$ cat config.mk
export PLATFORM = sky130hd
export DESIGN_NAME = capture_compare_timer_regs
export DESIGN_NICKNAME = d
export VERILOG_FILES = /design/src/common/timer_pkg.sv /design/src/rtl/capture_compare_timer_regs.sv /design/src/rtl/pin_sync.sv /design/src/rtl/prescaler.sv
export SDC_FILE = /design/constraint.sdc
export NUM_CORES = 1
export LEC_CHECK = 0
export ABC_AREA = 1
export BUFFER_PORTS_ARGS = -buffer_cell sky130_fd_sc_hd__buf_2
export CAP_MARGIN = 20
export CORE_ASPECT_RATIO = 0.5
export CORE_MARGIN = 3
export CORE_UTILIZATION = 39
export DETAILED_ROUTE_END_ITERATION = 8
export SYNTH_ARGS = -nofsm -noshare
export SYNTH_HDL_FRONTEND = slang
export SYNTH_SLANG_ARGS = --single-unit
$ cat constraint.sdc
create_clock -name clock -period 2.8 [get_ports clock]
set_input_delay 0.56 -clock clock [delete_from_list [all_inputs] [get_ports clock]]
set_output_delay 0.56 -clock clock [all_outputs]
set_load 0.01 [all_outputs]
$ cat src/common/timer_pkg.sv
// shared constants and types of the two-channel capture/compare timer
package timer_pkg;

  // ************************************************************
  // register map (byte registers on an 8-bit port)
  // ************************************************************
  localparam int ADDR_W = 4;
  localparam int DATA_W = 8;
  localparam int CNT_W = 16;
  localparam logic [3:0] A_TIMER_CTRL = 4'h0;
  localparam logic [3:0] A_COUNT_HI = 4'h1;
  localparam logic [3:0] A_COUNT_LO = 4'h2;
  localparam logic [3:0] A_WRAP_HI = 4'h3;
  localparam logic [3:0] A_WRAP_LO = 4'h4;
  localparam logic [3:0] A_CHAN_BASE = 4'h5;
  localparam logic [3:0] CHAN_STRIDE = 4'h3;
  localparam logic [3:0] CHAN_CTRL_OFS = 4'h0;
  localparam logic [3:0] CHAN_HI_OFS = 4'h1;
  localparam logic [3:0] CHAN_LO_OFS = 4'h2;

  // ************************************************************
  // field positions
  // ************************************************************
  localparam int B_OVF_FLAG = 7;
  localparam int B_OVF_IE = 6;
  localparam int B_HALT = 5;
  localparam int B_CLEAR = 4;
  localparam int B_CF = 7;
  localparam int B_CIE = 6;
  localparam int B_BUF = 5;
  localparam int B_UNBUF = 4;
  localparam int B_ELH = 3;
  localparam int B_ELL = 2;
  localparam int B_TOV = 1;
  localparam int B_FMAX = 0;

  // ************************************************************
  // reset values and encodings
  // ************************************************************
  localparam logic [15:0] WRAP_RST = 16'hFFFF;
  localparam logic HALT_RST = 1'b1;
  localparam logic [2:0] PS_RST = 3'h0;
  localparam logic [2:0] PS_OFF = 3'h7;
  localparam int PS_DIV_W = 6;
  localparam logic [1:0] EL_NONE = 2'h0;
  localparam logic [1:0] EL_TOGGLE = 2'h1;
  localparam logic [1:0] EL_LOW = 2'h2;
  localparam logic [1:0] EL_HIGH = 2'h3;

  typedef enum {CH_PORT, CH_CAPTURE, CH_COMPARE, CH_OFF} chan_mode_e;

endpackage

$ cat src/rtl/capture_compare_timer_regs.sv
// two-channel 16-bit capture/compare timer with its byte register file
//
// Overview of operation
// - each channel is capture or compare on its own; only channel 0 buffers
// - overflow flag sets when the counter reaches the wrap value; reset clears
// - overflow flag clears by read with flag set, then write 0; new event wins
// - overflow interrupt request follows the flag when its enable is 1
// - halt holds the counter; reset sets halt
// - writing the clear bit zeroes counter and prescaler; it always reads 0
// - halt and clear in one write leave the counter stopped at zero
// - prescale codes 0 to 6 divide by 1 to 64; code 7 unavailable
// - counter is read-only; reading high byte latches low byte until read
// - at the wrap value the flag sets and counting restarts at zero next tick
// - writing wrap high byte blocks overflow flag until wrap low written
// - reset sets every bit of the wrap value
// - channel flag sets on active pin edge in capture, on match in compare
// - channel flag clears by read with flag set, then write 0, or by write 0 alone with its enable 0; event wins
// - channel interrupt enable gates the channel flag onto its request
// - channel 0 buffered select disables channel 1 and frees its pin
// - with edge field zero the pin is port owned and select sets preset level
// - capture edges: 01 rising, 10 falling, 11 both
// - compare action: 01 toggle, 10 low, 11 high, 00 flag only
// - toggle on overflow in compare mode; overflow beats a coincident match
// - full duty force with overflow toggle gives 100% from next period
// - value high read blocks capture, value high write blocks compare
// - buffered mode starts on channel 0 values, then last written at overflow
`timescale 1ns/1ns
`default_nettype none
module capture_compare_timer_regs
  import timer_pkg::*;
(
  input wire logic clock,
  input wire logic reset_n,
  input wire logic [timer_pkg::ADDR_W-1:0] addr,
  input wire logic [timer_pkg::DATA_W-1:0] wdata,
  input wire logic wr,
  input wire logic rd,
  output logic [timer_pkg::DATA_W-1:0] rdata,
  input wire logic [1:0] chan_pin_in,
  output logic [1:0] chan_pin_out,
  output logic [1:0] chan_pin_oe,
  output logic ovf_irq,
  output logic [1:0] chan_irq
);

  // ************************************************************
  // state
  // ************************************************************
  typedef struct packed {
    logic [15:0] cnt;
    logic [7:0] lo_buf;
    logic lo_latched;
    logic [15:0] wrap;
    logic wrap_hold;
    logic ovf_flag;
    logic ovf_arm;
    logic ovf_ie;
    logic halt;
    logic [2:0] ps;
    logic [1:0] cf;
    logic [1:0] carm;
    logic [1:0] cie;
    logic [1:0] unbuf;
    logic [1:0][1:0] el;
    logic [1:0] tov;
    logic [1:0] fmax;
    logic [1:0] max_eff;
    logic [1:0] hold;
    logic [1:0][15:0] val;
    logic [1:0] prev;
    logic bufsel;
    logic buf_cur;
    logic buf_last;
    logic [7:0] rdata;
    logic ovf_irq;
    logic [1:0] chan_irq;
    logic [1:0] pin;
    logic [1:0] oe;
  } state_s;

  state_s s_r;
  state_s s_nxt;

  logic [1:0] pin_sync_q;
  logic tick;
  logic clr_wr;
  logic [15:0] inc;
  logic ovf_ev;
  logic [1:0] rise;
  logic [1:0] fall;
  logic [1:0] cap_ev;
  logic [1:0] cmp_ev;
  logic [1:0] disabled;
  chan_mode_e mode [2];
  logic [15:0] cmp_val [2];
  logic cmp_hold [2];

  // ************************************************************
  // helpers
  // ************************************************************

  // address of register k of channel i
  function automatic logic [3:0] chan_reg(input int i, input logic [3:0] k);
    logic [3:0] base;
    base = A_CHAN_BASE + (i[0] ? CHAN_STRIDE : 4'h0);
    return base + k;
  endfunction

  // operating mode of a channel from its control bits
  function automatic chan_mode_e chan_mode(input logic off, input logic bsel,
                                           input logic ub, input logic [1:0] e);
    if (off) begin
      return CH_OFF;
    end else if (bsel || ub) begin
      return CH_COMPARE;
    end else if (e != EL_NONE) begin
      return CH_CAPTURE;
    end else begin
      return CH_PORT;
    end
  endfunction

  // ************************************************************
  // submodules
  // ************************************************************
  pin_sync #(.W(2)) u_sync (
    .clock(clock),
    .reset_n(reset_n),
    .async_in(chan_pin_in),
    .sync_out(pin_sync_q)
  );

  prescaler u_presc (
    .clock(clock),
    .reset_n(reset_n),
    .clear(clr_wr),
    .run(!s_r.halt),
    .select(s_r.ps),
    .tick(tick)
  );

  // ************************************************************
  // next-state logic
  // ************************************************************

  // counter, overflow, channel events and register accesses
  always_comb begin
    s_nxt = s_r;
    s_nxt.rdata = 8'h00;
    clr_wr = wr && (addr == A_TIMER_CTRL) && wdata[B_CLEAR];
    inc = (s_r.cnt == s_r.wrap) ? 16'h0000 : s_r.cnt + 16'h0001;
    ovf_ev = tick && (inc == s_r.wrap) && !s_r.wrap_hold;

    // counter advance or clear; a clear beside halt leaves zero
    if (clr_wr) begin
      s_nxt.cnt = 16'h0000;
    end else if (tick) begin
      s_nxt.cnt = inc;
    end

    // timer control register
    if (rd && addr == A_TIMER_CTRL) begin
      s_nxt.rdata = {s_r.ovf_flag, s_r.ovf_ie, s_r.halt, 2'b00, s_r.ps};
      if (s_r.ovf_flag) begin
        s_nxt.ovf_arm = 1'b1;
      end
    end
    if (wr && addr == A_TIMER_CTRL) begin
      s_nxt.ovf_ie = wdata[B_OVF_IE];
      s_nxt.halt = wdata[B_HALT];
      s_nxt.ps = wdata[2:0];
      if (!wdata[B_OVF_FLAG] && s_r.ovf_arm) begin
        s_nxt.ovf_flag = 1'b0;
      end
      s_nxt.ovf_arm = 1'b0;
    end
    // a new overflow beats a pending clear
    if (ovf_ev) begin
      s_nxt.ovf_flag = 1'b1;
      s_nxt.ovf_arm = 1'b0;
    end

    // counter bytes with low-byte latch
    if (rd && addr == A_COUNT_HI) begin
      s_nxt.rdata = s_r.cnt[15:8];
      if (!s_r.lo_latched) begin
        s_nxt.lo_buf = s_r.cnt[7:0];
        s_nxt.lo_latched = 1'b1;
      end
    end
    if (rd && addr == A_COUNT_LO) begin
      s_nxt.rdata = s_r.lo_latched ? s_r.lo_buf : s_r.cnt[7:0];
      s_nxt.lo_latched = 1'b0;
    end

    // wrap value bytes
    if (rd && addr == A_WRAP_HI) begin
      s_nxt.rdata = s_r.wrap[15:8];
    end
    if (rd && addr == A_WRAP_LO) begin
      s_nxt.rdata = s_r.wrap[7:0];
    end
    if (wr && addr == A_WRAP_HI) begin
      s_nxt.wrap[15:8] = wdata;
      s_nxt.wrap_hold = 1'b1;
    end
    if (wr && addr == A_WRAP_LO) begin
      s_nxt.wrap[7:0] = wdata;
      s_nxt.wrap_hold = 1'b0;
    end

    // buffered pair: source switches to the last written at overflow
    if (ovf_ev && s_r.bufsel) begin
      s_nxt.buf_cur = s_r.buf_last;
    end

    for (int i = 0; i < 2; i++) begin
      disabled[i] = (i == 1) && s_r.bufsel;
      mode[i] = chan_mode(disabled[i], (i == 0) && s_r.bufsel,
                          s_r.unbuf[i], s_r.el[i]);
      if (i == 0 && s_r.bufsel) begin
        cmp_val[i] = s_r.val[s_r.buf_cur];
        cmp_hold[i] = s_r.hold[s_r.buf_cur];
      end else begin
        cmp_val[i] = s_r.val[i];
        cmp_hold[i] = s_r.hold[i];
      end

      // edge detect on the synchronised pin
      rise[i] = pin_sync_q[i] && !s_r.prev[i];
      fall[i] = !pin_sync_q[i] && s_r.prev[i];
      s_nxt.prev[i] = pin_sync_q[i];
      cap_ev[i] = (mode[i] == CH_CAPTURE) && !s_r.hold[i] &&
                  ((s_r.el[i][0] && rise[i]) || (s_r.el[i][1] && fall[i]));
      cmp_ev[i] = (mode[i] == CH_COMPARE) && !cmp_hold[i] && tick &&
                  (inc == cmp_val[i]);

      // capture stores the counter
      if (cap_ev[i]) begin
        s_nxt.val[i] = s_r.cnt;
      end

      // pin level: preset, overflow toggle or compare action
      if (s_r.el[i] == EL_NONE) begin
        s_nxt.pin[i] = !s_r.unbuf[i];
      end else if (mode[i] == CH_COMPARE) begin
        if (ovf_ev && s_r.tov[i]) begin
          s_nxt.max_eff[i] = s_r.fmax[i];
          s_nxt.pin[i] = s_r.fmax[i] ? !s_r.el[i][0] : !s_r.pin[i];
        end else if (cmp_ev[i] && !(s_r.max_eff[i] && s_r.tov[i])) begin
          case (s_r.el[i])
            EL_TOGGLE: s_nxt.pin[i] = !s_r.pin[i];
            EL_LOW: s_nxt.pin[i] = 1'b0;
            EL_HIGH: s_nxt.pin[i] = 1'b1;
            default: s_nxt.pin[i] = s_r.pin[i];
          endcase
        end
      end
      s_nxt.oe[i] = (mode[i] == CH_COMPARE) && (s_r.el[i] != EL_NONE);

      // channel control register
      if (rd && addr == chan_reg(i, CHAN_CTRL_OFS)) begin
        s_nxt.rdata = {s_r.cf[i], s_r.cie[i], (i == 0) && s_r.bufsel,
                       s_r.unbuf[i], s_r.el[i], s_r.tov[i], s_r.fmax[i]};
        if (s_r.cf[i]) begin
          s_nxt.carm[i] = 1'b1;
        end
      end
      if (wr && addr == chan_reg(i, CHAN_CTRL_OFS) && !disabled[i]) begin
        s_nxt.cie[i] = wdata[B_CIE];
        s_nxt.unbuf[i] = wdata[B_UNBUF];
        s_nxt.el[i] = {wdata[B_ELH], wdata[B_ELL]};
        s_nxt.tov[i] = wdata[B_TOV];
        s_nxt.fmax[i] = wdata[B_FMAX];
        if (i == 0) begin
          s_nxt.bufsel = wdata[B_BUF];
          if (wdata[B_BUF] && !s_r.bufsel) begin
            s_nxt.buf_cur = 1'b0;
            s_nxt.buf_last = 1'b0;
          end
        end
        if (!wdata[B_CF] && (s_r.carm[i] || !s_r.cie[i])) begin
          s_nxt.cf[i] = 1'b0;
        end
        s_nxt.carm[i] = 1'b0;
      end
      // a new event beats a pending clear
      if (cap_ev[i] || cmp_ev[i]) begin
        s_nxt.cf[i] = 1'b1;
        s_nxt.carm[i] = 1'b0;
      end

      // channel value bytes
      if (rd && addr == chan_reg(i, CHAN_HI_OFS)) begin
        s_nxt.rdata = s_r.val[i][15:8];
        if (mode[i] == CH_CAPTURE) begin
          s_nxt.hold[i] = 1'b1;
        end
      end
      if (rd && addr == chan_reg(i, CHAN_LO_OFS)) begin
        s_nxt.rdata = s_r.val[i][7:0];
        if (mode[i] == CH_CAPTURE) begin
          s_nxt.hold[i] = 1'b0;
        end
      end
      if (wr && addr == chan_reg(i, CHAN_HI_OFS)) begin
        s_nxt.val[i][15:8] = wdata;
        s_nxt.buf_last = i[0];
        if (mode[i] != CH_CAPTURE) begin
          s_nxt.hold[i] = 1'b1;
        end
      end
      if (wr && addr == chan_reg(i, CHAN_LO_OFS)) begin
        s_nxt.val[i][7:0] = wdata;
        s_nxt.buf_last = i[0];
        s_nxt.hold[i] = 1'b0;
      end

      // interrupt request follows the flag under its enable
      s_nxt.chan_irq[i] = s_nxt.cf[i] && s_nxt.cie[i] && !disabled[i];
    end

    s_nxt.ovf_irq = s_nxt.ovf_flag && s_nxt.ovf_ie;
  end

  // ************************************************************
  // state register
  // ************************************************************

  // synchronous reset to documented values
  always_ff @(posedge clock) begin
    if (!reset_n) begin
      s_r <= '0;
      s_r.halt <= HALT_RST;
      s_r.ps <= PS_RST;
      s_r.wrap <= WRAP_RST;
      s_r.pin <= 2'b11;
    end else begin
      s_r <= s_nxt;
    end
  end

  // ************************************************************
  // outputs
  // ************************************************************

  // every output is a state flip-flop
  assign rdata = s_r.rdata;
  assign chan_pin_out = s_r.pin;
  assign chan_pin_oe = s_r.oe;
  assign ovf_irq = s_r.ovf_irq;
  assign chan_irq = s_r.chan_irq;

endmodule
`default_nettype wire

$ cat src/rtl/pin_sync.sv
// two-flop synchroniser for the channel pins
`timescale 1ns/1ns
`default_nettype none
module pin_sync #(
  parameter int W = 2
) (
  input wire logic clock,
  input wire logic reset_n,
  input wire logic [W-1:0] async_in,
  output logic [W-1:0] sync_out
);
  logic [W-1:0] meta_r;

  // first stage feeds only the second stage
  always_ff @(posedge clock) begin
    if (!reset_n) begin
      meta_r <= '0;
      sync_out <= '0;
    end else begin
      meta_r <= async_in;
      sync_out <= meta_r;
    end
  end
endmodule
`default_nettype wire

$ cat src/rtl/prescaler.sv
// counter prescaler: one-cycle tick at the bus clock divided by 2**select for select 0 to 6, no tick for select 7
`timescale 1ns/1ns
`default_nettype none
module prescaler
  import timer_pkg::*;
#(
  parameter int DIV_W = timer_pkg::PS_DIV_W
) (
  input wire logic clock,
  input wire logic reset_n,
  input wire logic clear,
  input wire logic run,
  input wire logic [2:0] select,
  output logic tick
);
  logic [DIV_W-1:0] div_r;
  logic [DIV_W-1:0] div_nxt;
  logic [DIV_W-1:0] mask;

  // tick when the low select bits of the divider are all ones
  always_comb begin
    mask = ~({DIV_W{1'b1}} << select);
    tick = run && (select != PS_OFF) && ((div_r & mask) == mask);
    div_nxt = div_r;
    if (clear) begin
      div_nxt = '0;
    end else if (run) begin
      div_nxt = div_r + 1'b1;
    end
  end

  always_ff @(posedge clock) begin
    if (!reset_n) begin
      div_r <= '0;
    end else begin
      div_r <= div_nxt;
    end
  end
endmodule
`default_nettype wire

==> run_results.csv <==
group,metric,value,unit
run_status,status,"completed",
synth,synth-seq-area-share,33.8,%
floorplanning,rows,35,
setup_path,required,3120,ps
sta,worstMarginPinSlew,793,ps
final_layout,post-route-util,52.2,%
setup_path,path_max_fanout,7,
synth,yosysWarnings,0,
floorplanning,fp.dieH,106,um
clock_tree,clkLatencyLatePin,430,ps
setup_path,slowest_delay,370,ps
setup_path,endpoint_kind,"register",
route,drc,0,
sta,fin_tns_setup,0,ps
setup_path,critPathKind,"register to register",
synth,ys_seq_elements,131,
clock_tree,numCtsBuffers,17,
power_and_ir_drop,peakVddDrop,0.333,mV
synth,synth_compound_area_share,20.7,%
sta,drv_slew,0,
clock_tree,cts_hold_buf,0,
sta,hold_viol,0,
sta,post-route-period-util,97.0,%
route,firstDrtPassIters,5,
floorplanning,die-area,0.0217,mm^2
global_routing,grt_pass1_vias,7953,
clock_tree,cts.clk_slew.worst_paths,60,ps
synth,synth.net_count,1239,
global_routing,grt_antenna_before_repair,1,
sta,setup_viol,0,
sta,clock.fmax,0.368,GHz
final_layout,nets,1357,
global_routing,grt_max_degree,66,
place,finalWeightedCongestion,1.03,
clock_tree,cts_root_buffer,"clkbuf_16",
floorplanning,die_x,205,um
clock_tree,cts_max_level,4,
global_routing,grt_use_total,30.3,%
global_routing,grt_overflow,0,
route,drtAntennaViolNets,0,
route,drt_iter0_drc,1038,
setup_path,crit_chain,"buf_6 > inv_2 > nand2_1 > nand2_1 > nor2_2 > nand2_2 > nor2_4 > nand2_8 > buf_4 > nand3_1 > nand2_2 > nor2_4 > nand4_1 > nor2_2 > buf_6 > nand3_4 > nand3_2 > nand2_2 > a21oi_2 > nand2_1",
route,wl,33.5,mm
final_layout,areaGrowthSynthToFinish,27.7,%
synth,ys_types,49,
floorplanning,start_util,40.9,%
power_and_ir_drop,p_per_area,476,mW/mm^2
synth,muxShareOfSynthArea,0.274,%
synth,synth_simple_gate_area_share,30.0,%
setup_path,crit_family,"simple AND/OR/NAND/NOR gates",
place,portBuffers,32,
synth,avgSynthCellArea,6.38,um^2
hold_path,hp-class,"primary input to register",
clock_tree,clock-sinks,131,
sta,fin_crit,2720,ps
final_layout,design_area,0.00990,mm^2
place,place_area,0.00879,mm^2
synth,synth_fa_ha_area_share,0.645,%
setup_path,crit_path_top_delay_cell,"dfxtp_4",
final_layout,final_layout_size_suffix_gt1_share,21.1,%
global_routing,grt_pass1_wl,49.0,mm
route,dr_total_vias,8893,
power_and_ir_drop,leakagePower,0.00449,uW
synth,syn_inst,1217,
floorplanning,boundaryPins,33,
synth,netlist_area,0.00776,mm^2
sta,hold_slack,319,ps
sta,max_slew_margin,47.1,%
setup_path,start_kind,"register",
run,max_cap_viol_count,0,
synth,synth_top_family_by_area,"simple AND/OR/NAND/NOR gates",
synth,synth_xor_area_share,2.60,%
place,dp_hpwl,25.0,mm
final_layout,n_antenna_cell,0,
setup_path,crit_arrival,3030,ps
route,vias_per_cell,5.53,
setup_path,crit_buf_inv,4,
clock_tree,cts_tree,"built",
power_and_ir_drop,fin_total_pwr,4710,uW
sta,fin_skew,13.0,ps
clock_tree,clk_path_buf_depth,2,
route,post_drt_wl_per_cell,20.8,um
floorplanning,core_area,0.0190,mm^2
## state kept, by name, summed over array words and instances (netlist names), 2 cells and up
name and cells:
chan_irq 2, chan_pin_out 2, rdata 8, u_presc.div_r 6
s_r 88, u_sync.meta_r 2, cmp_val 16, u_sync.sync_out 2
chan_pin_oe 2
## per-layer routing
layer	global-route usage [%]	share of wire (%)	vias up	wire (um)
li1	-	-	4233	-
met1	44.2	46	4125	15300
met2	42.7	40	481	13300
met3	9.16	12	52	4010
met4	8.18	2.6	2	858
met5	0	0.039	-	13
## metrics by stage
stage,worst slack [ps],std cells
after CTS,30.5,1587
after detailed placement,-166,1555
after global routing,-20.0,1607
final,84.6,1607
after floorplan,550,1217
after global placement,-171,1555
## cells in the final DEF, fill, tap and decap left out, drive strengths merged, types with 5 or more instances in the layout
master | Yosys | layout
nand2 | 312 | 312
buf | 34 | 159
inv | 151 | 157
o21ai | 133 | 133
dfxtp | 131 | 131
nor2 | 126 | 126
nand3 | 74 | 74
a21oi | 73 | 73
a31oi | 34 | 34
xor2 | 22 | 22
clkbuf | 29 | 22
nor3 | 16 | 16
nand4 | 13 | 13
o211ai | 11 | 11
a211oi | 11 | 11
clkinv | 6 | 8
o2111ai | 7 | 7
o22ai | 5 | 5
## final cells by class
class                   instances  area, um^2
clock buffers                  19         453
clock inverters                13         145
fillers                      1893        9060
inverters                     157         594
multi-input cells             866        4440
flip-flops and latches        131        2660
well taps                     259         324
repair buffers                162        1300
## cells by family after synthesis
kind of cell / after synthesis
AND/OR/NAND/NOR: 551
XOR/XNOR: 23
multiplexers: 2
buffers and inverters: 220
AO/OA/AOI/OAI: 286
flip-flops: 131
adder cells (fa/ha/maj): 4
## power by group
group          internal [uW]  total, uW  switching (uW)
combinational            152        459             307
clock                   1370       2310             943
sequential              1900       1940            40.0
total                   3420       4710            1290
## what timing repair did
item                       in CTS  in global routing
setup buffers                   0                 16
gates cloned                    0                  4
pin swaps                       0                 20
setup endpoints to repair       7                 13
resized for setup               5                 80
## cells in the mapped netlist (all sizes together)
library cell / instances / area (um^2)
mux2i: 1 / 10.0
o2111ai: 7 / 61.3
nor3: 16 / 91.3
a22oi: 1 / 7.51
o32ai: 1 / 8.76
a221oi: 3 / 26.3
a21oi: 73 / 369
or2: 3 / 18.8
and2: 1 / 6.26
nor4: 1 / 6.26
o21bai: 2 / 15.0
nor2: 126 / 503
a21boi: 1 / 7.51
clkbuf: 29 / 109
a31oi: 34 / 213
xor2: 22 / 193
o21ai: 133 / 666
nand3b: 2 / 15.0
ha: 4 / 50.1
o211ai: 11 / 82.6
o21a: 1 / 7.51
dfxtp: 131 / 2620
nand3: 74 / 395
a211oi: 11 / 82.6
o221ai: 2 / 17.5
nor3b: 2 / 15.0
buf: 34 / 226
inv: 151 / 569
o22ai: 5 / 31.3
xnor2: 1 / 8.76
and3: 1 / 6.26
nand4: 13 / 81.3
mux2: 1 / 11.3
nand2: 312 / 1190
clkinv: 6 / 22.5
o221a: 1 / 11.3
## worst paths after layout
path / start / to / slack, ps / depth (start not counted)
worst max-delay path: s_r[105] / chan_pin_out[0] / 80 / 20
worst min-delay path: chan_pin_in[1] / u_sync.meta_r[1] / 320 / 3
worst max register to register: s_r[105] / chan_pin_out[0] / 80 / 20
worst min register to register: u_sync.meta_r[0] / u_sync.sync_out[0] / 420 / 2
## worst reg2reg max path, delay by kind of cell (launching register included)
kind | cells | cell delay, ps
flip-flops | 1 | 370
AO/OA/AOI/OAI | 1 | 130
buffers and inverters | 4 | 540
AND/OR/NAND/NOR | 15 | 1580
Note: power is estimated with default switching activity, not from simulation.
